## src/verilog/conv_params.svh

```systemverilog
// Constants for the serial converter control block
`ifndef CONV_PARAMS_SVH
`define CONV_PARAMS_SVH
`define RESULT_BITS 8
`define CODE_LEVELS 256
`define LEAD_ZEROS 3
`define FRAME_BITS 16
`define TRACK_RISE_EDGE 13
`define GLITCH_FALL_EDGE 2
`define SHUTDOWN_FALL_EDGE 10
`define CLK_PERIOD_NS 50
`define POWER_UP_NS 1000
`define POWER_UP_CYCLES ((`POWER_UP_NS + `CLK_PERIOD_NS - 1) / `CLK_PERIOD_NS)
`define QUIET_INTERVAL_NS 50
`define ACQUISITION_INTERVAL_NS 350
`define EDGE_CNT_RESET 5'h00
`endif

```

## src/verilog/conv_pkg.sv

```systemverilog
// Types shared by the converter control block
`default_nettype none
package conv_pkg;
  typedef enum logic [1:0] {MODE_NORMAL, MODE_SHUTDOWN, MODE_WAKING} pwr_mode_t;
endpackage
`default_nettype wire

```

## src/verilog/serial_adc_mode_control.sv

```systemverilog
// Mode control and serial readout of an 8-bit sampling converter
`include "conv_params.svh"
`default_nettype none
module serial_adc_mode_control
  import conv_pkg::*;
(
  input wire logic clk_i,
  input wire logic sys_rst_i,
  input wire logic cs_n_i,
  input wire logic sclk_i,
  input wire logic [`RESULT_BITS-1:0] sample_code_i,
  output logic serial_result_out_o,
  output logic serial_result_oe_o,
  output logic track_o,
  output logic powered_o,
  output logic result_valid_o
);

  ////////////////////////////////////////////////////////////////////////////
  // Pin synchronisation
  logic cs_n_lvl;
  logic cs_fall;
  logic cs_rise;
  logic sclk_rise;
  logic sclk_fall;

  pin_sync #(.RESET_VAL(1'b1)) u_cs_sync (
    .clk_i(clk_i),
    .sys_rst_i(sys_rst_i),
    .pin_i(cs_n_i),
    .level_o(cs_n_lvl),
    .rise_o(cs_rise),
    .fall_o(cs_fall)
  );

  // Reset to the idle-high level so release gives no false edge
  pin_sync #(.RESET_VAL(1'b1)) u_sclk_sync (
    .clk_i(clk_i),
    .sys_rst_i(sys_rst_i),
    .pin_i(sclk_i),
    .level_o(),
    .rise_o(sclk_rise),
    .fall_o(sclk_fall)
  );

  ////////////////////////////////////////////////////////////////////////////
  // Frame state
  pwr_mode_t mode_r;
  pwr_mode_t mode_nxt;
  logic [4:0] fall_cnt_r;
  logic [4:0] rise_cnt_r;
  logic active_r;
  logic oe_r;
  logic oe_nxt;
  logic dout_r;
  logic track_r;
  logic [`RESULT_BITS-1:0] held_r;
  logic dummy_r;
  logic valid_r;

  wire in_frame = active_r & ~cs_n_lvl;
  wire cnt_sat = (fall_cnt_r == 5'(`FRAME_BITS));
  wire frame_done = in_frame & sclk_fall & (fall_cnt_r == 5'(`FRAME_BITS - 1));
  wire [4:0] next_fall = fall_cnt_r + 5'h01;
  // Fall n shifts out bit n-1: three zeros, eight code bits, then zeros
  wire [4:0] bit_idx = fall_cnt_r;
  wire data_span = (bit_idx >= 5'(`LEAD_ZEROS)) && (bit_idx < 5'(`LEAD_ZEROS + `RESULT_BITS));
  wire [2:0] msb_off = 3'(bit_idx - 5'(`LEAD_ZEROS));
  wire next_bit = data_span ? held_r[3'(`RESULT_BITS-1) - msb_off] : 1'b0;
  // Select level is already high when its rise is seen, so qualify by the frame flag
  wire early_rise = active_r & cs_rise & (fall_cnt_r < 5'(`GLITCH_FALL_EDGE));
  wire mid_rise = active_r & cs_rise & (fall_cnt_r >= 5'(`GLITCH_FALL_EDGE))
                  & (fall_cnt_r < 5'(`SHUTDOWN_FALL_EDGE));
  wire wake_rise = active_r & cs_rise & (mode_r == MODE_WAKING)
                   & (fall_cnt_r < 5'(`SHUTDOWN_FALL_EDGE));
  wire late_rise = active_r & cs_rise & (fall_cnt_r >= 5'(`SHUTDOWN_FALL_EDGE)) & ~cnt_sat;

  ////////////////////////////////////////////////////////////////////////////
  // Mode decisions
  always_comb begin
    mode_nxt = mode_r;
    case (mode_r)
      MODE_NORMAL: begin
        if (mid_rise) begin
          mode_nxt = MODE_SHUTDOWN;
        end
      end
      MODE_SHUTDOWN: begin
        if (cs_fall) begin
          mode_nxt = MODE_WAKING;
        end
      end
      MODE_WAKING: begin
        if (wake_rise) begin
          mode_nxt = MODE_SHUTDOWN;
        end else if (frame_done) begin
          mode_nxt = MODE_NORMAL;
        end
      end
      default: mode_nxt = MODE_SHUTDOWN;
    endcase
  end

  // Any select rise or the last fall releases the output
  always_comb begin
    oe_nxt = oe_r;
    if (cs_fall) begin
      oe_nxt = 1'b1;
    end else if (cs_rise | frame_done) begin
      oe_nxt = 1'b0;
    end
  end

  ////////////////////////////////////////////////////////////////////////////
  // Registers
  always_ff @(posedge clk_i) begin
    if (sys_rst_i) begin
      mode_r <= MODE_SHUTDOWN;
    end else begin
      mode_r <= mode_nxt;
    end
  end

  always_ff @(posedge clk_i) begin
    if (sys_rst_i) begin
      fall_cnt_r <= `EDGE_CNT_RESET;
      rise_cnt_r <= `EDGE_CNT_RESET;
      active_r <= 1'b0;
    end else if (cs_fall) begin
      fall_cnt_r <= `EDGE_CNT_RESET;
      rise_cnt_r <= `EDGE_CNT_RESET;
      active_r <= 1'b1;
    end else if (cs_rise) begin
      active_r <= 1'b0;
    end else if (in_frame) begin
      if (sclk_fall && !cnt_sat) begin
        fall_cnt_r <= next_fall;
      end
      if (sclk_rise && rise_cnt_r != 5'h1f) begin
        rise_cnt_r <= rise_cnt_r + 5'h01;
      end
    end
  end

  always_ff @(posedge clk_i) begin
    if (sys_rst_i) begin
      oe_r <= 1'b0;
      dout_r <= 1'b0;
      held_r <= 8'h00;
    end else begin
      oe_r <= oe_nxt;
      if (cs_fall) begin
        held_r <= sample_code_i;
        dout_r <= 1'b0;
      end else if (in_frame && sclk_fall && !cnt_sat) begin
        dout_r <= next_bit;
      end
    end
  end

  // Hold from select fall until the 13th rise
  always_ff @(posedge clk_i) begin
    if (sys_rst_i) begin
      track_r <= 1'b1;
    end else if (cs_fall) begin
      track_r <= 1'b0;
    end else if (in_frame && sclk_rise && rise_cnt_r == 5'(`TRACK_RISE_EDGE - 1)) begin
      track_r <= 1'b1;
    end else if (!active_r) begin
      track_r <= 1'b1;
    end
  end

  // A wake frame spans the power-up time, so its result is a dummy
  always_ff @(posedge clk_i) begin
    if (sys_rst_i) begin
      dummy_r <= 1'b1;
      valid_r <= 1'b0;
    end else begin
      valid_r <= 1'b0;
      if (cs_fall) begin
        dummy_r <= (mode_r != MODE_NORMAL);
      end
      if (frame_done) begin
        valid_r <= ~dummy_r;
      end
    end
  end

  assign serial_result_out_o = dout_r;
  assign serial_result_oe_o = oe_r;
  assign track_o = track_r;
  assign powered_o = (mode_r == MODE_NORMAL);
  assign result_valid_o = valid_r;

  ////////////////////////////////////////////////////////////////////////////
  // Checks
  shutdown_entry_a: assert property (@(posedge clk_i) disable iff (sys_rst_i)
    (mid_rise && mode_r == MODE_NORMAL) |=> (mode_r == MODE_SHUTDOWN && !serial_result_oe_o))
    else $error("Mid-frame select rise did not shut down");
  glitch_keep_a: assert property (@(posedge clk_i) disable iff (sys_rst_i)
    (early_rise && mode_r == MODE_NORMAL) |=> mode_r == MODE_NORMAL)
    else $error("Early select rise changed mode");
  late_abort_a: assert property (@(posedge clk_i) disable iff (sys_rst_i)
    (late_rise && mode_r == MODE_NORMAL) |=> (mode_r == MODE_NORMAL && !serial_result_oe_o))
    else $error("Late select rise not handled");
  shutdown_hold_a: assert property (@(posedge clk_i) disable iff (sys_rst_i)
    (mode_r == MODE_SHUTDOWN && !cs_fall) |=> mode_r == MODE_SHUTDOWN)
    else $error("Left shutdown without select fall");
  select_drive_a: assert property (@(posedge clk_i) disable iff (sys_rst_i)
    cs_fall |=> (serial_result_oe_o && held_r == $past(sample_code_i) && !track_o))
    else $error("Select fall did not sample and drive");
  frame_end_a: assert property (@(posedge clk_i) disable iff (sys_rst_i)
    frame_done |=> !serial_result_oe_o)
    else $error("Output not released after sixteen clocks");
  track_return_a: assert property (@(posedge clk_i) disable iff (sys_rst_i)
    (in_frame && sclk_rise && rise_cnt_r == 5'd12) |=> track_o)
    else $error("No track at rise edge 13");
  wake_fallback_a: assert property (@(posedge clk_i) disable iff (sys_rst_i)
    wake_rise |=> mode_r == MODE_SHUTDOWN)
    else $error("Waking rise did not return to shutdown");
  wake_done_a: assert property (@(posedge clk_i) disable iff (sys_rst_i)
    (mode_r == MODE_WAKING && frame_done) |=> powered_o ##0 !result_valid_o)
    else $error("Wake frame not completed properly");
  data_msb_a: assert property (@(posedge clk_i) disable iff (sys_rst_i)
    (in_frame && sclk_fall && fall_cnt_r == 5'd3) |=> serial_result_out_o == held_r[7])
    else $error("MSB not on fourth fall");
  lead_zero_a: assert property (@(posedge clk_i) disable iff (sys_rst_i)
    (in_frame && sclk_fall && fall_cnt_r < 5'd3) |=> !serial_result_out_o)
    else $error("Leading zero missing");
endmodule // serial_adc_mode_control
`default_nettype wire

```

## src/verilog/pin_sync.sv

```systemverilog
// Two-flop synchroniser with edge detection on the synchronised level
`default_nettype none
module pin_sync #(
  parameter logic RESET_VAL = 1'b0
) (
  input wire logic clk_i,
  input wire logic sys_rst_i,
  input wire logic pin_i,
  output logic level_o,
  output logic rise_o,
  output logic fall_o
);
  logic meta_r;
  logic sync_r;
  logic prev_r;

  always_ff @(posedge clk_i) begin
    if (sys_rst_i) begin
      meta_r <= RESET_VAL;
      sync_r <= RESET_VAL;
      prev_r <= RESET_VAL;
    end else begin
      meta_r <= pin_i;
      sync_r <= meta_r;
      prev_r <= sync_r;
    end
  end

  assign level_o = sync_r;
  assign rise_o = sync_r & ~prev_r;
  assign fall_o = ~sync_r & prev_r;
endmodule // pin_sync
`default_nettype wire

```

## config.mk

```make
export PLATFORM = sky130hd
export DESIGN_NAME = serial_adc_mode_control
export DESIGN_NICKNAME = d
export VERILOG_FILES = /design/src/verilog/conv_pkg.sv /design/src/verilog/serial_adc_mode_control.sv /design/src/verilog/pin_sync.sv
export VERILOG_INCLUDE_DIRS = /design/src /design/src/verilog
export SDC_FILE = /design/constraint.sdc
export NUM_CORES = 1
export LEC_CHECK = 0
export BUFFER_PORTS_ARGS = -buffer_cell sky130_fd_sc_hd__buf_2
export CAP_MARGIN = 10
export CORE_ASPECT_RATIO = 0.5
export CORE_MARGIN = 5
export CORE_UTILIZATION = 58
export CTS_BUF_LIST = sky130_fd_sc_hd__clkbuf_4 sky130_fd_sc_hd__clkbuf_8 sky130_fd_sc_hd__clkbuf_16
export DETAILED_ROUTE_END_ITERATION = 10
export PLACE_DENSITY = 0.79
export SYNTH_ARGS = -nofsm -noshare
export SYNTH_HDL_FRONTEND = slang
export SYNTH_SLANG_ARGS = --single-unit
```

## constraint.sdc

```tcl
create_clock -name clk_i -period 3.5 [get_ports clk_i]
set_input_delay 0.525 -clock clk_i [delete_from_list [all_inputs] [get_ports clk_i]]
set_output_delay 0.525 -clock clk_i [all_outputs]
set_load 0.05 [all_outputs]
```

==> flow_summary.yaml, run 1 <==
sta:
  tightest_slew_ns: 0.733
  grt_setup_unrepaired: "false"
  setup_tns_ns: 0
  clock_skew_ns: 0.00805
  fin_crit_sh_pct: 60.0
  setup_ws_ns: 1.40
  finalSetupViolations: 0
  fmax_mhz: 476
  relSlewSlack_pct: 51.2
  report.final.slew_viol_count: 0
  final-hold-violation-count: 0
  period_needed_ns: 2.10
logic_synthesis:
  netlist-cell-type-count: 42
  yosysTopAreaCell: "dfxtp_1"
  yosysWarnings: 0
  syn_inst: 152
  synth_flop_cell: "dfxtp_1"
  synth.top_cell.area_share_pct: 41.8
  synth_area_leaders: "dfxtp_1 (42%), ha_1 (8.2%), mux2i_1 (7.8%)"
  synth_edf_count: 0
  syn_avg_cell_area_um2: 10.1
  async_flop_share_pct: 0
  synth_area_mm2: 0.00153
  syn_nets: 174
  yosysSeqAreaShare_pct: 41.8
  ys_seq_elements: 32
worst_hold_path:
  hold_path.class: "primary input to flip-flop"
floorplan:
  fp.dieH_um: 46.3
  dieArea_mm2: 0.00383
  core-area_mm2: 0.00255
  pin_count: 17
  fp.dieW_um: 82.7
  num_rows: 13
  floorplan.initialDensity_pct: 60.0
place:
  hpwl_um: 1960
  place_congestion: 0.812
  pre_cts_ws_ns: 1.46
  io_buffers: 16
grt:
  grt.total_usage_pct: 16.6
  grt_pass1_vias: 1089
  overflow: 0
  grt_max_degree: 23
  grt_pass1_wl_um: 4680
  antenna_found_initial: 0
route:
  first_pass_iters: 4
  drc_errors: 0
  viasPerCell: 5.24
  postRouteWirelength_um: 2650
  drtIter0Drc: 33
  wl_per_cell_um: 12.7
  via_count: 1090
  drtAntennaViolNets: 0
clock_network:
  cts_tree: "built"
  postCtsHoldBufs: 0
  htreeDepth: 2
  path_clk_slew_ns: 0.07
  cts_resized: 0
  numCtsBuffers: 5
  clock_latency_ns: 0.28
  clockBufferDepth: 2
  cts_num_sinks: 32
  root_buffer: "clkbuf_8"
  post_cts_buffers: 0
critical_path:
  crit_start: "u_cs_sync.level_o$_SDFF_PP1_"
  endpoint_kind: "flip-flop"
  cpMaxStageDelayCell: "ha_1"
  reg2reg_slack_ns: 1.40
  path_common_cell: "o31ai_1"
  critPathArrivalTime_ns: 2.29
  ff2ff_path_depth: 6
  worst_r2r_startpoint: "u_cs_sync.level_o$_SDFF_PP1_"
  cp.required_ns: 3.69
  path_cells: "inv_1 -> ha_1 -> or2_4 -> a2111oi_4 -> o31ai_1 -> o31ai_1"
  endpoint: "serial_result_out_o$_SDFFE_PP0P_"
  cp_max_fo: 16
  critical-path-max-stage-delay_ns: 0.45
  cp-start-kind: "flip-flop"
  path_class: "flip-flop to flip-flop"
  rr_endpoint: "serial_result_out_o$_SDFFE_PP0P_"
pwr:
  ir_drop_uv: 492
  p_switching_w: 0.000164
  p_leak_nw: 0.705
  power_frac_seq_pct: 49.4
  power_density_mw_per_mm2: 439
  cell_internal_pwr_w: 0.000601
  p_comb_share_pct: 5.2
  clockPowerShare_pct: 45.4
  sw_frac_of_total_pct: 21.4
finish:
  layout-drive-gt1-share_pct: 24.6
  nets: 192
  nFillCells: 205
  syn2layout_area_growth_pct: 13.7
  n_antenna_cell: 0
run:
  maxCapViolations: 0
outcome:
  status: "completed"
==> cell families after synthesis <==
group	synth area share (%)
AOI/OAI and AO/OA	11.4
and+or+nand+nor	21.3
xor gates and xnor gates	3.92
buffers and inverters	4.00
muxes	9.31
adders and majority gates	8.17
DFF	41.8
==> state kept, by name, indices dropped and copies added, names as in the netlist, 2 cells and up <==
name	count
mode_r	2
bit_idx	5
held_r	8
rise_cnt_r	5
==> per-layer routing <==
| metal | part of all wire, % | vias to the layer above | wire length (um) | track usage, % |
|---|---|---|---|---|
| li1 | - | 561 | - | - |
| met1 | 49 | 509 | 1290 | 19.3 |
| met2 | 46 | 16 | 1210 | 29.0 |
| met3 | 3.9 | 4 | 104 | 6.45 |
| met4 | 1.5 | 0 | 40 | 4.89 |
| met5 | 0 | - | 0 | 0 |
==> worst min path at each step <==
stage,cells after the start,start,slack [ns],endpoint
after floorplan,1,u_cs_sync.meta_r$_SDFF_PP1_,0.39,u_cs_sync.level_o$_SDFF_PP1_
after global placement,1,u_sclk_sync.meta_r$_SDFF_PP1_,0.40,u_sclk_sync.level_o$_SDFF_PP1_
after detailed placement,1,u_sclk_sync.meta_r$_SDFF_PP1_,0.40,u_sclk_sync.level_o$_SDFF_PP1_
after CTS,2,cs_n_i,0.41,u_cs_sync.meta_r$_SDFF_PP1_
after global routing,2,cs_n_i,0.40,u_cs_sync.meta_r$_SDFF_PP1_
final,2,cs_n_i,0.42,u_cs_sync.meta_r$_SDFF_PP1_
==> cell type report <==
class | count | area [um^2] | share of cell area, %
clock inverter | 3 | 42.5 | 2.44
inverter | 9 | 33.8 | 1.94
timing repair buffer | 16 | 80.1 | 4.60
sequential | 32 | 641 | 36.8
clock buffer | 5 | 68.8 | 3.95
tap | 37 | 46.3 | 2.66
multi-input combinational | 106 | 830 | 47.6
==> cells in the mapped netlist (2+ instances only) <==
library cell	n
nand3b_1	2
inv_1	9
dfxtp_1	32
and3_1	2
or2_2	8
a31oi_1	2
ha_1	10
clkbuf_1	3
o31ai_1	2
nor2_1	22
nand2b_1	2
xor2_1	2
mux2i_1	12
xnor2_1	3
a21oi_1	6
nor3b_1	2
a211oi_1	2
nand3_1	4
nand2_1	4
==> cells in the final DEF (no fill, tap or decap), drive strengths merged, types with 3 or more instances in the layout <==
cell type and count:
and3 3, nor2 22, inv 9, dfxtp 32
buf 16, or2 9, xnor2 4, nand3 4
clkbuf 5, mux2i 12, nand2 4, ha 10
a21oi 6
==> metrics by stage <==
stage	instances	power [W]	utilization, %	hold slack (ns)	area (um^2)
floorplan	152	0.000415	-	0.389	1530
global placement	200	0.000425	63.8	0.396	1630
detailed placement	200	0.000426	63.8	0.402	1630
CTS	208	0.000769	68.2	0.412	1740
global route	208	0.000796	68.2	0.404	1740
finish	208	0.000764	68.2	0.418	1740
==> power groups by stage <==
stage / Sequential (W) / Clock, W / Combinational, W
after floorplan: 0.000387 / 0 / 0.0000274
after global placement: 0.000385 / 0 / 0.0000394
after detailed placement: 0.000386 / 0 / 0.0000403
after CTS: 0.000377 / 0.000351 / 0.0000404
after global routing: 0.000378 / 0.000373 / 0.0000443
final: 0.000377 / 0.000347 / 0.0000400
==> critical path: cells and delay by family, from the launching register on <==
family | cells | cell delay, ns
flip-flops | 1 | 0.40
AO/OA/AOI/OAI | 3 | 0.67
AND/OR/NAND/NOR | 1 | 0.43
buffers and inverters | 1 | 0.06
adder cells (fa/ha/maj) | 1 | 0.45
No activity file was read; power rests on OpenSTA's default activity.
==> run 2, diff against run 1 <==
CORE_UTILIZATION = 57   (was 58)
PLACE_DENSITY = 0.78   (was 0.79)
clock period = 2 ns   (was 3.5 ns; I/O delays follow)
==> flow_summary.yaml, run 2 (synthesis results as in run 1) <==
critical_path:
  timing.critical_path.buf_inv: 1
  path_class: "flip-flop to flip-flop"
  cpMaxStageDelayCell: "dfxtp_1"
  endpoint_kind: "flip-flop"
  cp.required_ns: 2.19
  critPathArrivalTime_ns: 1.96
  path_common_cell: "o31ai_1"
  cp_max_fo: 12
  cp_top_family: "compound AO/OA/AOI/OAI gates"
  reg2reg_slack_ns: 0.23
  cp-start-kind: "flip-flop"
  path_cells: "inv_1 -> ha_1 -> or2_4 -> a2111oi_4 -> o31ai_1 -> o31ai_1"
  critical-path-max-stage-delay_ns: 0.40
pwr:
  cell_internal_pwr_w: 0.00107
  power_frac_seq_pct: 49.0
  p_switching_w: 0.000280
  power_density_mw_per_mm2: 765
  p_leak_nw: 0.724
  ir_drop_uv: 593
  sw_frac_of_total_pct: 20.8
  clockPowerShare_pct: 45.6
  total_power_w: 0.00135
  p_comb_share_pct: 5.5
clock_network:
  cts_tree: "built"
  cts_resized: 0
  postCtsHoldBufs: 0
  clock_latency_ns: 0.28
  root_buffer: "clkbuf_8"
  clockBufferDepth: 2
  cts_num_sinks: 32
  post_cts_buffers: 0
  path_clk_slew_ns: 0.07
  numCtsBuffers: 5
  htreeDepth: 2
floorplan:
  num_rows: 13
  fp.dieH_um: 46.7
  fp.dieW_um: 83.3
  core-area_mm2: 0.00259
  floorplan.initialDensity_pct: 59.2
  dieArea_mm2: 0.00389
  pin_count: 17
grt:
  grt_pass1_vias: 1025
  grt_max_degree: 22
  grt_pass1_wl_um: 4600
  grt.total_usage_pct: 15.9
  overflow: 0
  antenna_found_initial: 0
finish:
  fin_cells: 210
  nFillCells: 194
  syn2layout_area_growth_pct: 15.0
  top_register: "held_r"
  layout-drive-gt1-share_pct: 26.0
  n_antenna_cell: 0
  nets: 194
  largest_reg_flops: 8
  layout_commonest_cell: "dfxtp_1"
  mostFrequentLayoutCells: "dfxtp_1 (32), nor2_1 (22), buf_2 (16), mux2i_1 (12), ha_1 (10)"
sta:
  report.final.slew_viol_count: 0
  clock_skew_ns: 0.00964
  grt_setup_unrepaired: "false"
  fin_crit_sh_pct: 88.5
  final-hold-violation-count: 0
  fmax_mhz: 565
  finalSetupViolations: 0
  relSlewSlack_pct: 55.3
  tightest_slew_ns: 0.670
  setup_tns_ns: 0
  period_needed_ns: 1.77
place:
  io_buffers: 16
  hpwl_um: 1870
  place_congestion: 0.828
  dp.cells: 202
route:
  drtAntennaViolNets: 0
  wl_per_cell_um: 12.8
  drc_errors: 0
  via_count: 1082
  drtIter0Drc: 33
  postRouteWirelength_um: 2680
  first_pass_iters: 4
  viasPerCell: 5.15
run:
  maxCapViolations: 0
outcome:
  status: "completed"
worst_hold_path:
  hold_path.class: "primary input to flip-flop"
[run 2: changes by cell type in the layout (fill, tap and decap cells not counted), sizes merged]
cell	change
buf	+2
clkbuf	+1
clkinvlp	-1
[run 2: worst reg2reg max path, cell delays in order (launching register included)]
cell       delay [ns]
dfxtp_1          0.40
inv_1            0.06
ha_1             0.21
or2_4            0.32
a2111oi_4        0.33
o31ai_1          0.13
o31ai_1          0.23
[run 2: final timing paths]
check / start / end / cells past startpoint
max: u_cs_sync.level_o$_SDFF_PP1_ / serial_result_out_o$_SDFFE_PP0P_ / 6
min: cs_n_i / u_cs_sync.meta_r$_SDFF_PP1_ / 2
max reg2reg: u_cs_sync.level_o$_SDFF_PP1_ / serial_result_out_o$_SDFFE_PP0P_ / 6
min reg2reg: u_cs_sync.meta_r$_SDFF_PP1_ / u_cs_sync.level_o$_SDFF_PP1_ / 1
[run 2: area by class of cell]
class                           instances  area, um^2  area share (%)
Clock buffer                            6        76.3            4.33
Clock inverter                          2        35.0            1.99
Inverter                                9        33.8            1.92
Multi-Input combinational cell        106         835            47.4
Sequential cell                        32         641            36.4
Tap cell                               37        46.3            2.63
Timing Repair Buffer                   18        95.1            5.40
[run 2: layer usage]
metal / GRT usage (%) / vias to the layer above / routed length [um]
met2: 27.1 / 13 / 1270
met3: 6.61 / 3 / 82
met5: 0 / - / 0
li1: - / 566 / -
met4: 6.84 / 0 / 13
met1: 18.2 / 500 / 1310
[run 2: stage by stage]
stage | utilization [%] | cell area [um^2] | worst slack [ns] | hold WS [ns]
floorplan | - | 1530 | 0.304 | 0.389
global placement | 63.6 | 1650 | 0.232 | 0.391
detailed placement | 63.6 | 1650 | 0.141 | 0.399
CTS | 67.9 | 1760 | 0.124 | 0.193
global route | 68.1 | 1760 | 0.0931 | 0.188
finish | 68.1 | 1760 | 0.230 | 0.201
[run 2: power groups by stage]
stage / clock, W / combinational [W] / sequential, W
3_3_place_gp: 0 / 0.0000721 / 0.000675
2_1_floorplan: 0 / 0.0000480 / 0.000678
5_1_grt: 0.000662 / 0.0000812 / 0.000662
4_1_cts: 0.000630 / 0.0000743 / 0.000660
6_report: 0.000614 / 0.0000735 / 0.000661
3_5_place_dp: 0 / 0.0000736 / 0.000675
